**src/ulmc_pkg.sv**
```systemverilog
// Purpose: Constants and carrier types for one serial channel's line and modem control.
// Assumes: Registers reached by a 3-bit address with read and write strobes.
// Notes: Divisor and baud generator sit outside; a 16x tick arrives as an input.
// Contract
// - Format bits 1:0 pick 5, 6, 7 or 8 data bits; reset 00.
// - Bit 2 picks one stop bit, or 1.5 for five bits, else two.
// - Bit 3 adds a parity bit on send and checks it on receive.
// - Bit 4 clear gives odd parity, set gives even parity.
// - Bit 5 with parity forces parity to the inverse of bit 4.
// - Bit 6 holds the serial output low until software clears it; in loop-back tx_pin stays high.
// - Modem bits 0 and 1 drive ready and request pins inverted; in loop-back both pins stay high.
// - Modem bit 3 clear floats the interrupt output; set drives it.
// - Modem bit 4 selects local loop-back; reset clears it.
// - In loop-back, status bits 7:4 mirror modem control outputs.
// - Line bit 0 shows a character waits in the receive holding register.
// - A character ending while holding is full and not read that cycle sets overrun, holding kept.
// - Line bit 2 flags a parity mismatch on the received character.
// - Line bit 3 flags a low line where a stop bit belongs.
// - Line bit 4 flags receive input low for a whole frame.
// - Line bit 5 shows transmit holding empty and requests its interrupt.
// - Line bit 6 is set only when holding and shifter are both empty.
// - Modem bits 3:0 latch input changes; a read clears each one whose input does not change in that read cycle.
// - Ring change sets only on ring input going low to high.
// - Outside loop-back, status bits 7:4 are inverted modem input pins.
// - An eight-bit scratch register reads back what software wrote.
// - Reset clears controls and flags, sets empty flags, drives pins high.
// - Start bit sampled at its midpoint; a high line means false start.
// - Software writes transmit holding only when empty; empty set on transfer.
package ulmc_pkg;
  // ==========================================================
  // Register addresses
  localparam logic [2:0] ULMC_A_DATA = 3'h0;
  localparam logic [2:0] ULMC_A_LFC = 3'h3;
  localparam logic [2:0] ULMC_A_MOC = 3'h4;
  localparam logic [2:0] ULMC_A_LCF = 3'h5;
  localparam logic [2:0] ULMC_A_MIF = 3'h6;
  localparam logic [2:0] ULMC_A_SCR = 3'h7;
  // ==========================================================
  // Field positions
  localparam int ULMC_F_STOP = 2;
  localparam int ULMC_F_PEN = 3;
  localparam int ULMC_F_EVEN = 4;
  localparam int ULMC_F_FORCE = 5;
  localparam int ULMC_F_BRK = 6;
  localparam int ULMC_M_DTR = 0;
  localparam int ULMC_M_RTS = 1;
  localparam int ULMC_M_OUT1 = 2;
  localparam int ULMC_M_OUT2 = 3;
  localparam int ULMC_M_LOOP = 4;
  // ==========================================================
  // Reset values and widths
  localparam logic [7:0] ULMC_RST_ZERO = 8'h00;
  localparam logic [4:0] ULMC_MOC_MASK = 5'h1F;
  localparam logic [6:0] ULMC_LFC_MASK = 7'h7F;
  localparam logic [3:0] ULMC_OVS = 4'hF;   // Last tick of 16x bit
  localparam logic [3:0] ULMC_HALF = 4'h7;  // Midpoint of start bit
  localparam logic [3:0] ULMC_HALF_STOP = 4'h7;
  localparam logic [3:0] ULMC_BASE_BITS = 4'h5;
  // ==========================================================
  // Carrier types
  typedef struct packed {
    logic cts_n;
    logic dsr_n;
    logic ring_indicator_n;
    logic carrier_detect_n;
  } ulmc_modem_in_s;
  typedef struct packed {
    logic dtr_n;
    logic rts_n;
    logic user_output_one_n;
    logic user_output_two_n;
  } ulmc_modem_out_s;
  typedef struct packed {
    logic [2:0] addr;
    logic rd;
    logic wr;
    logic [7:0] wdata;
  } ulmc_bus_s;
endpackage

```
**src/ulmc_channel.sv**
```systemverilog
// Purpose: One channel: format control, tx/rx engines, line and modem status.
// Assumes: Serial and modem input pins synchronous to clk after two-flop synchronisers.
// Notes: baud_tick16 is a one-cycle pulse at 16x bit rate from outside.
`timescale 1ns/1ps
module ulmc_channel
  import ulmc_pkg::*;
(
  input wire logic clk,
  input wire logic rst,
  input wire logic baud_tick16,
  input wire ulmc_bus_s bus,
  output logic [7:0] rdata,
  input wire logic rx_pin,
  output logic tx_pin,
  input wire ulmc_modem_in_s modem_in,
  output ulmc_modem_out_s modem_out,
  input wire logic irq_req,
  output logic irq_out,
  output logic irq_oe,
  output logic tx_ready_evt
);
  // ==========================================================
  // Synchronisers
  logic [4:0] sync1_reg;
  logic [4:0] sync2_reg;
  always_ff @(posedge clk) begin
    sync1_reg <= {rx_pin, modem_in};
    sync2_reg <= sync1_reg;
  end

  // ==========================================================
  // Registers
  logic [7:0] lfc_reg;
  logic [7:0] moc_reg;
  logic [7:0] scratch_reg;
  logic [7:0] tx_holding_reg;
  logic thr_full_reg;
  logic [7:0] rx_holding_reg;
  logic ready_reg;
  logic ovr_reg;
  logic par_err_reg;
  logic frm_err_reg;
  logic brk_reg;
  logic [3:0] delta_reg;
  logic [3:0] mstat_prev_reg;

  wire loop = moc_reg[ULMC_M_LOOP];
  wire wr_lfc = bus.wr && bus.addr == ULMC_A_LFC;
  wire wr_moc = bus.wr && bus.addr == ULMC_A_MOC;
  wire wr_scr = bus.wr && bus.addr == ULMC_A_SCR;
  wire wr_thr = bus.wr && bus.addr == ULMC_A_DATA && !lfc_reg[7];
  wire rd_rhr = bus.rd && bus.addr == ULMC_A_DATA && !lfc_reg[7];
  wire rd_lcf = bus.rd && bus.addr == ULMC_A_LCF;
  wire rd_mif = bus.rd && bus.addr == ULMC_A_MIF;

  // Character format decode
  wire [3:0] nbits = ULMC_BASE_BITS + {2'b00, lfc_reg[1:0]};
  wire pen = lfc_reg[ULMC_F_PEN];
  wire two_stop = lfc_reg[ULMC_F_STOP];
  wire half_stop = two_stop && lfc_reg[1:0] == 2'b00;

  // Modem status high half: pins inverted, or controls in loop-back
  wire [3:0] pin_state = ~sync2_reg[3:0]; // order cts,dsr,ri,cd
  wire [3:0] loop_state = {moc_reg[ULMC_M_RTS], moc_reg[ULMC_M_DTR],
                           moc_reg[ULMC_M_OUT1], moc_reg[ULMC_M_OUT2]};
  wire [3:0] mstat = loop ? loop_state : pin_state;
  // Changes: cts,dsr,cd any edge; ring only on its trailing edge
  wire [3:0] chg = mstat ^ mstat_prev_reg;
  wire ri_trail = mstat_prev_reg[1] && !mstat[1];
  wire [3:0] dset = {chg[3], chg[2], ri_trail, chg[0]};
  wire [3:0] dnew = {dset[0], dset[1], dset[2], dset[3]}; // to bits cd,ri,dsr,cts

  // ==========================================================
  // Transmitter
  typedef enum logic [4:0] {
    TX_IDLE = 5'b00001, TX_START = 5'b00010, TX_DATA = 5'b00100,
    TX_PAR = 5'b01000, TX_STOP = 5'b10000
  } ulmc_tx_e;
  ulmc_tx_e tx_state_reg;
  logic [7:0] tx_shifter_reg;
  logic [3:0] tx_tick_reg;
  logic [3:0] tx_cnt_reg;
  logic tx_line_reg;
  logic tx_par_reg;
  wire tx_bit_end = baud_tick16 && tx_tick_reg == ULMC_OVS;
  // Parity over all data bits, including the one leaving now
  wire tx_par_all = tx_par_reg ^ tx_shifter_reg[0];
  // Odd vs even, forced values
  wire tx_par_bit = lfc_reg[ULMC_F_FORCE] ? !lfc_reg[ULMC_F_EVEN]
                                          : (tx_par_all ^ !lfc_reg[ULMC_F_EVEN]);
  wire [3:0] stop_len = two_stop && !half_stop ? 4'h2 : 4'h1;
  wire stop_done = half_stop && tx_cnt_reg == 4'h1 && tx_tick_reg == ULMC_HALF_STOP;
  wire tx_load = tx_state_reg == TX_IDLE && thr_full_reg;

  always_ff @(posedge clk) begin
    if (rst) begin
      tx_state_reg <= TX_IDLE;
      tx_shifter_reg <= ULMC_RST_ZERO;
      tx_tick_reg <= 4'h0;
      tx_cnt_reg <= 4'h0;
      tx_line_reg <= 1'b1;
      tx_par_reg <= 1'b0;
    end else begin
      unique case (tx_state_reg)
        TX_IDLE: begin
          tx_line_reg <= 1'b1;
          if (tx_load) begin
            tx_shifter_reg <= tx_holding_reg;
            tx_tick_reg <= 4'h0;
            tx_par_reg <= 1'b0;
            tx_state_reg <= TX_START;
            tx_line_reg <= 1'b0;
          end
        end
        TX_START: begin
          if (baud_tick16) tx_tick_reg <= tx_tick_reg + 4'h1;
          if (tx_bit_end) begin
            tx_state_reg <= TX_DATA;
            tx_cnt_reg <= 4'h0;
            tx_line_reg <= tx_shifter_reg[0];
          end
        end
        TX_DATA: begin
          if (baud_tick16) tx_tick_reg <= tx_tick_reg + 4'h1;
          if (tx_bit_end) begin
            tx_par_reg <= tx_par_reg ^ tx_shifter_reg[0];
            tx_shifter_reg <= {1'b0, tx_shifter_reg[7:1]};
            tx_cnt_reg <= tx_cnt_reg + 4'h1;
            if (tx_cnt_reg + 4'h1 == nbits) begin
              tx_state_reg <= pen ? TX_PAR : TX_STOP;
              tx_line_reg <= pen ? tx_par_bit : 1'b1;
              tx_cnt_reg <= 4'h0;
            end else begin
              tx_line_reg <= tx_shifter_reg[1];
            end
          end
        end
        TX_PAR: begin
          if (baud_tick16) tx_tick_reg <= tx_tick_reg + 4'h1;
          if (tx_bit_end) begin
            tx_state_reg <= TX_STOP;
            tx_line_reg <= 1'b1;
            tx_cnt_reg <= 4'h0;
          end
        end
        TX_STOP: begin
          if (baud_tick16) tx_tick_reg <= tx_tick_reg + 4'h1;
          if (tx_bit_end) tx_cnt_reg <= tx_cnt_reg + 4'h1;
          if ((tx_bit_end && tx_cnt_reg + 4'h1 == stop_len && !half_stop) ||
              (baud_tick16 && stop_done)) begin
            tx_state_reg <= TX_IDLE;
          end
        end
      endcase
    end
  end

  wire tx_serial = lfc_reg[ULMC_F_BRK] ? 1'b0 : tx_line_reg;

  // ==========================================================
  // Receiver
  typedef enum logic [3:0] {
    RX_IDLE = 4'b0001, RX_START = 4'b0010, RX_BITS = 4'b0100, RX_STOP = 4'b1000
  } ulmc_rx_e;
  ulmc_rx_e rx_state_reg;
  logic [3:0] rx_tick_reg;
  logic [3:0] rx_cnt_reg;
  logic [8:0] rx_shifter_reg;
  logic rx_all_low_reg;
  logic rx_prev_reg;
  // Loop-back routes tx internally
  wire rx_in = loop ? tx_serial : sync2_reg[4];
  wire rx_mid = baud_tick16 && rx_tick_reg == ULMC_HALF;
  wire [3:0] rx_total = nbits + {3'b000, pen};
  // Received data justified to bit 0, parity taken out
  wire [8:0] rx_just = rx_shifter_reg >> (4'h9 - rx_total);
  wire [7:0] rx_data = rx_just[7:0] & ~(8'hFF << nbits);
  wire rx_par_rx = rx_just[nbits];
  wire rx_par_exp = lfc_reg[ULMC_F_FORCE] ? !lfc_reg[ULMC_F_EVEN]
                                          : (^rx_data) ^ !lfc_reg[ULMC_F_EVEN];
  // Stop bit is judged at its own midpoint, a full bit after the last data or parity sample
  wire rx_done = rx_state_reg == RX_STOP && baud_tick16 && rx_tick_reg == ULMC_OVS;
  // Only a falling edge starts a frame, so a low stop or break cannot retrigger
  wire rx_fall = rx_prev_reg && !rx_in;

  always_ff @(posedge clk) begin
    if (rst) begin
      rx_state_reg <= RX_IDLE;
      rx_tick_reg <= 4'h0;
      rx_cnt_reg <= 4'h0;
      rx_shifter_reg <= 9'h000;
      rx_all_low_reg <= 1'b0;
      rx_prev_reg <= 1'b1;
    end else begin
      rx_prev_reg <= rx_in;
      if (baud_tick16) rx_tick_reg <= rx_tick_reg + 4'h1;
      unique case (rx_state_reg)
        RX_IDLE: begin
          rx_tick_reg <= 4'h0;
          if (rx_fall) rx_state_reg <= RX_START;
        end
        RX_START: begin
          if (rx_mid) begin
            rx_tick_reg <= 4'h0;
            rx_cnt_reg <= 4'h0;
            rx_all_low_reg <= 1'b1;
            rx_state_reg <= rx_in ? RX_IDLE : RX_BITS;
          end
        end
        RX_BITS: begin
          if (baud_tick16 && rx_tick_reg == ULMC_OVS) begin
            rx_shifter_reg <= {rx_in, rx_shifter_reg[8:1]};
            rx_all_low_reg <= rx_all_low_reg & !rx_in;
            rx_cnt_reg <= rx_cnt_reg + 4'h1;
            if (rx_cnt_reg + 4'h1 == rx_total) rx_state_reg <= RX_STOP;
          end
        end
        RX_STOP: begin
          if (rx_done) rx_state_reg <= RX_IDLE;
        end
      endcase
    end
  end

  // ==========================================================
  // Register file and status flags
  wire rx_brk = rx_done && rx_all_low_reg && !rx_in;
  always_ff @(posedge clk) begin
    if (rst) begin
      lfc_reg <= ULMC_RST_ZERO;
      moc_reg <= ULMC_RST_ZERO;
      scratch_reg <= ULMC_RST_ZERO;
      tx_holding_reg <= ULMC_RST_ZERO;
      thr_full_reg <= 1'b0;
      rx_holding_reg <= ULMC_RST_ZERO;
      ready_reg <= 1'b0;
      ovr_reg <= 1'b0;
      par_err_reg <= 1'b0;
      frm_err_reg <= 1'b0;
      brk_reg <= 1'b0;
      delta_reg <= 4'h0;
      mstat_prev_reg <= 4'h0;
    end else begin
      if (wr_lfc) lfc_reg <= {1'b0, bus.wdata[6:0] & ULMC_LFC_MASK};
      if (wr_moc) moc_reg <= {3'b000, bus.wdata[4:0] & ULMC_MOC_MASK};
      if (wr_scr) scratch_reg <= bus.wdata;
      if (wr_thr) begin
        tx_holding_reg <= bus.wdata;
        thr_full_reg <= 1'b1;
      end else if (tx_load) begin
        thr_full_reg <= 1'b0;
      end
      // Receive flags: error sets win over status read clears; a data read in the ending cycle clears ready and blocks overrun
      if (rx_done && !ready_reg) begin
        rx_holding_reg <= rx_data;
        ready_reg <= 1'b1;
      end else if (rd_rhr) begin
        ready_reg <= 1'b0;
      end
      if (rx_done && ready_reg && !rd_rhr) ovr_reg <= 1'b1;
      else if (rd_lcf) ovr_reg <= 1'b0;
      if (rx_done && pen && rx_par_rx != rx_par_exp) par_err_reg <= 1'b1;
      else if (rd_lcf) par_err_reg <= 1'b0;
      if (rx_done && !rx_in) frm_err_reg <= 1'b1;
      else if (rd_lcf) frm_err_reg <= 1'b0;
      if (rx_brk) brk_reg <= 1'b1;
      else if (rd_lcf) brk_reg <= 1'b0;
      // Delta bits: change wins over clearing read
      mstat_prev_reg <= mstat;
      delta_reg <= (rd_mif ? 4'h0 : delta_reg) | dnew;
    end
  end

  wire thr_empty = !thr_full_reg;
  wire tx_empty = thr_empty && tx_state_reg == TX_IDLE;
  wire [7:0] lcf_val = {1'b0, tx_empty, thr_empty, brk_reg, frm_err_reg,
                        par_err_reg, ovr_reg, ready_reg};
  wire [7:0] mif_val = {mstat[0], mstat[1], mstat[2], mstat[3], delta_reg};
  assign tx_ready_evt = thr_empty;

  // Read mux
  always_ff @(posedge clk) begin
    if (rst) rdata <= ULMC_RST_ZERO;
    else if (bus.rd) begin
      unique case (bus.addr)
        ULMC_A_DATA: rdata <= rx_holding_reg;
        ULMC_A_LFC: rdata <= lfc_reg;
        ULMC_A_MOC: rdata <= moc_reg;
        ULMC_A_LCF: rdata <= lcf_val;
        ULMC_A_MIF: rdata <= mif_val;
        ULMC_A_SCR: rdata <= scratch_reg;
        default: rdata <= ULMC_RST_ZERO;
      endcase
    end
  end

  // ==========================================================
  // Pins
  assign tx_pin = loop ? 1'b1 : tx_serial;
  assign modem_out.dtr_n = loop | !moc_reg[ULMC_M_DTR];
  assign modem_out.rts_n = loop | !moc_reg[ULMC_M_RTS];
  assign modem_out.user_output_one_n = loop | !moc_reg[ULMC_M_OUT1];
  assign modem_out.user_output_two_n = loop | !moc_reg[ULMC_M_OUT2];
  assign irq_out = irq_req;
  assign irq_oe = moc_reg[ULMC_M_OUT2];
endmodule // ulmc_channel

```
**config.mk**
```make
export PLATFORM = sky130hd
export DESIGN_NAME = ulmc_channel
export DESIGN_NICKNAME = d
export VERILOG_FILES = /design/src/ulmc_pkg.sv /design/src/ulmc_channel.sv
export SDC_FILE = /design/constraint.sdc
export NUM_CORES = 1
export LEC_CHECK = 0
export BUFFER_PORTS_ARGS = -buffer_cell sky130_fd_sc_hd__clkbuf_2
export CAP_MARGIN = 10
export CORE_ASPECT_RATIO = 1.4
export CORE_MARGIN = 2
export CORE_UTILIZATION = 33
export CTS_BUF_LIST = sky130_fd_sc_hd__clkbuf_8
export DETAILED_ROUTE_END_ITERATION = 8
export SLEW_MARGIN = 20
export SYNTH_ARGS = -nofsm -noshare
export SYNTH_HDL_FRONTEND = slang
export SYNTH_SLANG_ARGS = --single-unit
```
**constraint.sdc**
```tcl
create_clock -name clk -period 3.34 [get_ports clk]
set_input_delay 0.668 -clock clk [delete_from_list [all_inputs] [get_ports clk]]
set_output_delay 0.668 -clock clk [all_outputs]
set_load 0.02 [all_outputs]
```
==> impl_metrics.py, run 1 <==
metrics = {
    "clock_network": {
        "clk_pin_slew_ps": 80,
        "cts_tree": "built",
        "cts_setup_buffers": 0,
        "htreeDepth": 4,
        "cts_buffers": 17,
        "cts_resized": 0,
        "cts_max_path_buffers": 2,
        "cts.sinks": 114,
        "cts.root.buffer_cell": "clkbuf_8",
        "holdBufCountCts": 0,
        "clk_latency_ps": 430,
    },
    "power": {
        "p_leak_nw": 2.64,
        "peakVddDrop_mv": 0.234,
        "p_per_area_nw_per_um2": 551,
    },
    "global_route": {
        "grt_max_degree": 76,
        "antenna_found_initial": 0,
        "grt.total_usage_pct": 15.7,
        "grt_pass1_wl_um": 23300,
        "gr-total-overflow": 0,
        "grt_pass1_vias": 4545,
    },
    "route": {
        "antenna_left": 0,
        "first_pass_iters": 5,
        "drt_iter0_drc": 300,
        "routed_wl_um": 14000,
        "viasPerCell": 5.09,
        "num_vias": 4856,
        "drc": 0,
        "avgRoutedWirePerCell_um": 14.7,
    },
    "critical_path": {
        "r2r_setup_slack_ps": 360,
        "crit_type": "register to register",
        "cpPeakStageDelay_ps": 600,
        "reg2reg_depth": 12,
        "path_buf_inv": 2,
        "startpoint_type": "register",
        "crit_top_cell": "inv_1",
        "path_cells": "inv_1 -> ha_1 -> inv_1 -> fa_1 -> and2b_2 -> a32o_1 -> xor2_1 -> a22oi_2 -> xnor2_1 -> xnor2_2 -> a21oi_1 -> o31ai_2",
        "r2r_start": "lfc_reg[0]",
        "critPathTopFamily": "adder cells",
        "arrival_ps": 3320,
        "r2r-end": "par_err_reg",
        "cp_max_fo": 7,
        "crit_slowest_cell": "fa_1",
        "cp-end-kind": "register",
        "cp.required_ps": 3680,
    },
    "synth": {
        "syn_area_sq_um": 5840,
        "synth_nets": 718,
        "synth.largest_area_cell": "dfxtp_1",
        "synthFlopType": "dfxtp_1",
        "yosys.area.top_type_share_pct": 39.1,
        "yosys_warnings": 0,
        "synth_seq_cells": 114,
        "synthArstFlopShare_pct": 0,
        "synth_edf_count": 0,
        "synthTopCellsByArea": "dfxtp_1 (39%), mux2i_1 (7.9%), nor2_1 (6.1%)",
        "ys_types": 75,
        "synth.avg_cell_area_sq_um": 8.54,
        "ys_seq_area_share_pct": 39.1,
        "netlist_instances": 684,
    },
    "layout": {
        "diodes": 0,
        "area_growth_pct": 14.3,
        "fillCellCount": 1777,
        "layout-drive-gt1-share_pct": 14.3,
        "mostFrequentLayoutCell": "dfxtp_1",
        "largest_reg_flops": 9,
        "multi_input_area_sq_um": 3300,
        "nNetsFinal": 740,
        "final_cell_mix": "dfxtp_1 (114), nor2_1 (95), nand2_1 (69)",
        "regArea_sq_um": 2280,
    },
    "timing": {
        "fmax_ghz": 0.336,
        "finalCritPeriodShare_pct": 89.2,
        "rsz0062_at_grt": "false",
        "min_period_ps": 2980,
        "hold_viol_final": 0,
        "relSlewSlack_pct": 48.9,
        "tns_ps": 0,
        "hold_slack_ps": 325,
        "fin_skew_ps": 12.7,
        "worst_slew_pin_slew_ps": 766,
        "setup_viol": 0,
        "slew_violations": 0,
    },
    "floorplanning": {
        "initial_core_util_pct": 33.7,
        "die_area_sq_um": 18800,
        "fp.dieH_um": 161,
        "dieWidth_um": 116,
        "core-area_sq_um": 17300,
        "io_pins": 38,
        "core.rowCount": 57,
    },
    "min_path": {
        "holdPathEnd": "sync2_reg[3]",
        "min-delay-start": "sync1_reg[3]",
        "min_path_cells": 0,
        "hold_class": "register to register",
    },
    "place": {
        "place_congestion": 0.809,
        "portBuffers": 35,
        "place_hpwl_um": 10100,
    },
    "status": {
        "status": "finished, final reports clean",
    },
    "job": {
        "maxCapViolCount": 0,
    },
}
-- logic make-up after synthesis --
| group | synth area share (%) |
|---|---|
| multiplexers | 10.4 |
| AO/OA/AOI/OAI | 15.8 |
| flip-flops | 39.1 |
| adder cells (fa/ha/maj) | 2.70 |
| buffers and inverters | 4.39 |
| AND/OR/NAND/NOR | 22.2 |
| XOR/XNOR | 5.35 |
-- layer usage --
metal	routed length, um	global-route usage (%)	vias up	part of all wire [%]
met4	546	8.93	0	3.9
met5	0	0	-	0
li1	-	-	2439	-
met1	5980	19.1	2294	43
met2	7070	25.8	94	50
met3	401	2.78	29	2.9
-- cell type report --
class	count	area share [%]
well taps	236	4.42
inverters	15	0.843
repair buffers	45	3.78
clock inverters	14	3.78
clock buffers	17	3.50
multi-input cells	513	49.5
flip-flops and latches	114	34.2
-- synth_stat cells (3+ instances only) --
| library cell | instances |
|---|---|
| or3_1 | 7 |
| and2_1 | 3 |
| xnor2_1 | 12 |
| nand2b_1 | 15 |
| mux2i_1 | 46 |
| inv_1 | 14 |
| a221oi_1 | 5 |
| nand3_1 | 11 |
| nand4b_1 | 3 |
| o31ai_1 | 3 |
| a21oi_1 | 61 |
| a211oi_1 | 11 |
| and3_1 | 3 |
| nor3_1 | 18 |
| o211ai_1 | 3 |
| buf_4 | 4 |
| ha_1 | 11 |
| mux2_2 | 4 |
| nand4_1 | 7 |
| clkbuf_1 | 26 |
| xor2_1 | 14 |
| mux4_2 | 4 |
| dfxtp_1 | 114 |
| a22oi_1 | 8 |
| nor2_1 | 95 |
| o21ai_0 | 27 |
| nand2_1 | 69 |
| buf_2 | 5 |
| a32oi_1 | 4 |
| nor2b_1 | 16 |
| or2_2 | 4 |
| buf_1 | 3 |
-- worst max path at each step --
stage                           from     endpoint  slack [ps]  depth (start not counted)
after floorplan           lfc_reg[0]  par_err_reg         390                         14
after global placement    lfc_reg[0]  par_err_reg         440                         12
after detailed placement  lfc_reg[0]  par_err_reg         380                         12
after CTS                 lfc_reg[0]  par_err_reg         340                         12
after global routing      lfc_reg[0]  par_err_reg         170                         12
final                     lfc_reg[0]  par_err_reg         360                         12
-- stage by stage --
stage                     utilization [%]  setup WS (ps)  instance area (sq um)  power (mW)  instances
final                                38.5            362                   6680        3.68        954
after global routing                 38.5            174                   6680        3.86        954
after CTS                            38.5            340                   6680        3.72        954
after detailed placement             35.7            377                   6190        2.13        923
after global placement               35.7            445                   6190        2.12        923
after floorplan                         -            393                   5840        1.98        684
-- where the power goes --
| part | leakage (nW) | internal, mW | switching [mW] |
|---|---|---|---|
| Combinational | 1.47 | 0.227 | 0.343 |
| Clock | 0.243 | 0.975 | 0.608 |
| Sequential | 0.929 | 1.45 | 0.0772 |
| Total | 2.64 | 2.65 | 1.03 |
No activity file was read; power rests on OpenSTA's default activity.
==> inputs of run 2 (changes only) <==
==> constraint.sdc (replaced) <==
create_clock -name clk -period 3 [get_ports clk]
set_input_delay 0.6 -clock clk [delete_from_list [all_inputs] [get_ports clk]]
set_output_delay 0.6 -clock clk [all_outputs]
set_load 0.02 [all_outputs]
==> run 2 against run 1 <==
Non-clock buffer count increased by 8. Critical endpoint unchanged. Largest cell class unchanged. First-iteration DRC count decreased by 26%. Critical path type unchanged. Critical path depth decreased by 1.
==> impl_metrics.py, run 2 (synthesis results as in run 1) <==
metrics = {
    "floorplanning": {
        "die_area_sq_um": 18800,
        "dieWidth_um": 116,
        "core-area_sq_um": 17300,
        "fp.dieH_um": 161,
        "core.rowCount": 57,
        "io_pins": 38,
        "initial_core_util_pct": 33.7,
    },
    "timing": {
        "min_period_ps": 2820,
        "tns_ps": 0,
        "slew_violations": 0,
        "fmax_ghz": 0.355,
        "relSlewSlack_pct": 47.9,
        "finalCritPeriodShare_pct": 94.0,
        "setup_viol": 0,
        "hold_viol_final": 0,
        "rsz0062_at_grt": "false",
        "hold_slack_ps": 265,
        "fin_skew_ps": 12.9,
        "worst_slew_pin_slew_ps": 782,
    },
    "route": {
        "drc": 0,
        "first_pass_iters": 4,
        "num_vias": 4813,
        "viasPerCell": 5.00,
        "avgRoutedWirePerCell_um": 14.9,
        "antenna_left": 0,
        "drt_iter0_drc": 221,
        "routed_wl_um": 14400,
    },
    "critical_path": {
        "path_cells": "inv_1 -> buf_4 -> fa_2 -> and2b_2 -> a32o_1 -> xor2_1 -> a22oi_2 -> xnor2_2 -> xnor2_2 -> a21oi_1 -> o31ai_2",
        "cpPeakStageDelay_ps": 630,
        "crit_type": "register to register",
        "cp_max_fo": 5,
        "path_buf_inv": 2,
        "cp.required_ps": 3350,
        "critPathTopFamily": "compound AO/OA/AOI/OAI gates",
        "arrival_ps": 3170,
        "startpoint_type": "register",
        "crit_slowest_cell": "fa_2",
        "crit_top_cell": "xnor2_2",
        "cp-end-kind": "register",
    },
    "clock_network": {
        "clk_pin_slew_ps": 70,
        "cts_buffers": 17,
        "cts_max_path_buffers": 2,
        "clk_latency_ps": 440,
        "cts_setup_buffers": 0,
        "cts.sinks": 114,
        "holdBufCountCts": 0,
        "cts.root.buffer_cell": "clkbuf_8",
        "htreeDepth": 4,
        "cts_tree": "built",
        "cts_resized": 0,
    },
    "place": {
        "place_hpwl_um": 10100,
        "dp.cells": 931,
        "place_congestion": 0.854,
        "portBuffers": 35,
    },
    "global_route": {
        "antenna_found_initial": 0,
        "gr-total-overflow": 0,
        "grt_max_degree": 76,
        "grt_pass1_wl_um": 23400,
        "grt_pass1_vias": 4594,
        "grt.total_usage_pct": 15.9,
    },
    "min_path": {
        "hold_class": "input pin to register",
    },
    "layout": {
        "nNetsFinal": 748,
        "largest_reg_flops": 9,
        "fin_cells": 962,
        "fin_util_pct": 38.4,
        "diodes": 0,
        "final_cell_mix": "dfxtp_1 (114), nor2_1 (95), nand2_1 (69)",
        "area_growth_pct": 14.0,
        "mostFrequentLayoutCell": "dfxtp_1",
        "layout-drive-gt1-share_pct": 15.3,
    },
    "status": {
        "status": "finished, final reports clean",
    },
    "power": {
        "p_per_area_nw_per_um2": 574,
        "p_leak_nw": 2.64,
        "peakVddDrop_mv": 0.242,
        "fin_total_pwr_mw": 3.82,
    },
    "job": {
        "maxCapViolCount": 0,
    },
}
run 2: metrics by stage:
stage                     setup WS (ps)  instance area (sq um)
after floorplan                    53.0                   5840
after global routing               22.9                   6660
after detailed placement            174                   6250
after CTS                           156                   6650
after global placement              225                   6250
final                               181                   6660
run 2: final cells by class:
cell class | count | area (sq um)
inverters | 15 | 56.3
well taps | 236 | 295
fillers | 1769 | 10700
flip-flops and latches | 114 | 2280
multi-input cells | 513 | 3310
clock buffers | 17 | 234
clock inverters | 14 | 166
repair buffers | 53 | 313
run 2: path summary, 6_finish.rpt:
| path | slack (ps) | cells after the start | to | start |
|---|---|---|---|---|
| worst min register to register | 330 | 0 | sync2_reg[0] | sync1_reg[0] |
| worst max register to register | 180 | 11 | par_err_reg | lfc_reg[0] |
| worst max-delay path | 180 | 11 | par_err_reg | lfc_reg[0] |
| worst min-delay path | 260 | 1 | sync1_reg[2] | modem_in[2] |
run 2: power breakdown:
| part | switching, mW | leakage (nW) | internal (mW) | total [mW] |
|---|---|---|---|---|
| combinational | 0.383 | 1.51 | 0.256 | 0.639 |
| sequential | 0.0822 | 0.929 | 1.61 | 1.70 |
| clock | 0.671 | 0.205 | 0.815 | 1.49 |
| total | 1.14 | 2.64 | 2.69 | 3.82 |
run 2: metal layers:
metal | vias up | GRT usage (%) | routed length (um)
li1 | 2455 | - | -
met1 | 2245 | 19.1 | 6210
met2 | 87 | 26.9 | 7390
met3 | 26 | 2.96 | 384
met4 | 0 | 8.06 | 379
met5 | - | 0 | 0
==> inputs of run 3 (changes only) <==
--- a/config.mk
+++ b/config.mk
@@ -12,6 +12,7 @@
 export CORE_UTILIZATION = 33
 export CTS_BUF_LIST = sky130_fd_sc_hd__clkbuf_8
 export DETAILED_ROUTE_END_ITERATION = 8
+export SETUP_SLACK_MARGIN = 0.4
 export SLEW_MARGIN = 20
 export SYNTH_ARGS = -nofsm -noshare
 export SYNTH_HDL_FRONTEND = slang
==> run 3 against run 2 <==
Sequential share of layout area down 0.41 points. Clock power up 8%. Total power up 3.5%. Setup slack better by 130 ps. Critical path type unchanged. Fmax up 4.6%. Register-to-register slack better by 130 ps. Via count up 2.0%. Critical path depth unchanged. Sequential power about the same. First-iteration DRC count up 52%. Routed wire length down 0.96%. Clock-buffer cell count unchanged. Largest power group unchanged.
==> impl_metrics.py, run 3 (synthesis results as in run 1) <==
metrics = {
    "timing": {
        "tns_ps": 0,
        "min_period_ps": 2690,
        "finalCritPeriodShare_pct": 89.8,
        "relSlewSlack_pct": 51.2,
        "fin_skew_ps": 9.41,
        "rsz0062_at_grt": "true",
        "hold_viol_final": 0,
        "slew_violations": 0,
        "fmax_ghz": 0.371,
        "worst_slew_pin_slew_ps": 714,
        "setup_viol": 0,
    },
    "layout": {
        "fin_cells": 965,
        "area_growth_pct": 15.5,
        "mostFrequentLayoutCell": "dfxtp_1",
        "regArea_sq_um": 2280,
        "layout-drive-gt1-share_pct": 17.0,
        "largest_reg_flops": 9,
        "diodes": 0,
        "multi_input_area_sq_um": 3340,
        "final_cell_mix": "dfxtp_1 (112), nor2_1 (95), nand2_1 (69)",
        "nNetsFinal": 751,
        "fillCellCount": 1771,
    },
    "power": {
        "p_per_area_nw_per_um2": 586,
        "peakVddDrop_mv": 0.253,
        "p_leak_nw": 2.67,
    },
    "clock_network": {
        "cts_tree": "built",
        "cts.sinks": 114,
        "clk_pin_slew_ps": 80,
        "cts_max_path_buffers": 2,
        "clk_latency_ps": 450,
        "htreeDepth": 4,
        "cts.root.buffer_cell": "clkbuf_8",
        "cts_buffers": 17,
        "holdBufCountCts": 0,
    },
    "critical_path": {
        "r2r_setup_slack_ps": 310,
        "arrival_ps": 3060,
        "cp-end-kind": "register",
        "startpoint_type": "register",
        "crit_type": "register to register",
        "cp.required_ps": 3360,
        "cp_max_fo": 5,
    },
    "status": {
        "status": "finished, final reports clean",
    },
    "global_route": {
        "use_met1_pct": 18.8,
        "use_met2_pct": 26.6,
        "grt_pass1_vias": 4511,
        "gr-total-overflow": 0,
        "grt_max_degree": 70,
        "grt.total_usage_pct": 15.7,
        "busiest_layer": "met2",
        "grt_pass1_wl_um": 23100,
        "antenna_found_initial": 0,
        "use_met3_pct": 2.89,
    },
    "floorplanning": {
        "fp.dieH_um": 161,
        "die_area_sq_um": 18800,
        "initial_core_util_pct": 33.7,
        "core-area_sq_um": 17300,
        "io_pins": 38,
        "dieWidth_um": 116,
        "core.rowCount": 57,
    },
    "place": {
        "portBuffers": 35,
        "place_congestion": 0.839,
        "place_hpwl_um": 10100,
        "dp.cells": 928,
    },
    "job": {
        "maxCapViolCount": 0,
    },
    "route": {
        "drt_iter0_drc": 335,
        "routed_wl_um": 14200,
        "num_vias": 4908,
        "avgRoutedWirePerCell_um": 14.7,
        "viasPerCell": 5.09,
        "antenna_left": 0,
        "drc": 0,
        "first_pass_iters": 5,
    },
    "min_path": {
        "hold_class": "input pin to register",
    },
}
run 3: where the power goes:
group          switching, mW  total, mW  leakage (nW)  internal [mW]
clock                  0.701       1.61         0.209          0.911
sequential            0.0842       1.70         0.930           1.61
combinational          0.385      0.645          1.53          0.261
run 3: path summary, 6_finish.rpt:
check	startpoint	to	cells after the start
worst max-delay path	lfc_reg[0]	par_err_reg	11
worst max register to register	lfc_reg[0]	par_err_reg	11
worst min-delay path	modem_in[0]	sync1_reg[0]	1
worst min register to register	sync1_reg[2]	sync2_reg[2]	0
run 3: metrics by stage:
step	power (mW)	hold slack [ps]	setup slack (ps)	util, %	cell area [sq um]
3_5_place_dp	2.37	312	165	36.0	6240
5_1_grt	4.13	221	214	38.9	6750
2_1_floorplan	2.21	310	287	-	5870
4_1_cts	3.99	224	301	38.9	6740
3_3_place_gp	2.37	311	192	36.0	6240
6_report	3.96	251	306	38.9	6750
run 3: worst max-delay path, cell delays in order, from the launching register on:
cell and delay, ps:
dfxtp_2 350, inv_4 40, buf_4 150, fa_2 600, and2b_2 250, a32o_2 300, buf_4 150, a22oi_2 190
xnor2_2 110, xnor2_2 160, and3_1 160, o31ai_2 160
run 3: what timing repair did:
item / CTS / global route
setup endpoints to repair: 1 / 2
resized for setup: 6 / 2
setup buffers: 5 / 1
hold endpoints to repair: 0 / 0
pin swaps: 7 / 6
run 3: routing by layer:
| layer | wire length, um | vias up |
|---|---|---|
| li1 | - | 2464 |
| met1 | 6080 | 2320 |
| met2 | 7330 | 97 |
| met3 | 411 | 27 |
| met4 | 395 | 0 |
| met5 | 0 | - |
run 3: cell type report:
class	count	share of cell area, %
tap	236	4.38
timing repair buffer	56	4.97
clock inverter	14	3.02
inverter	15	0.871
clock buffer	17	3.47
sequential	114	33.9
multi-input combinational	513	49.4
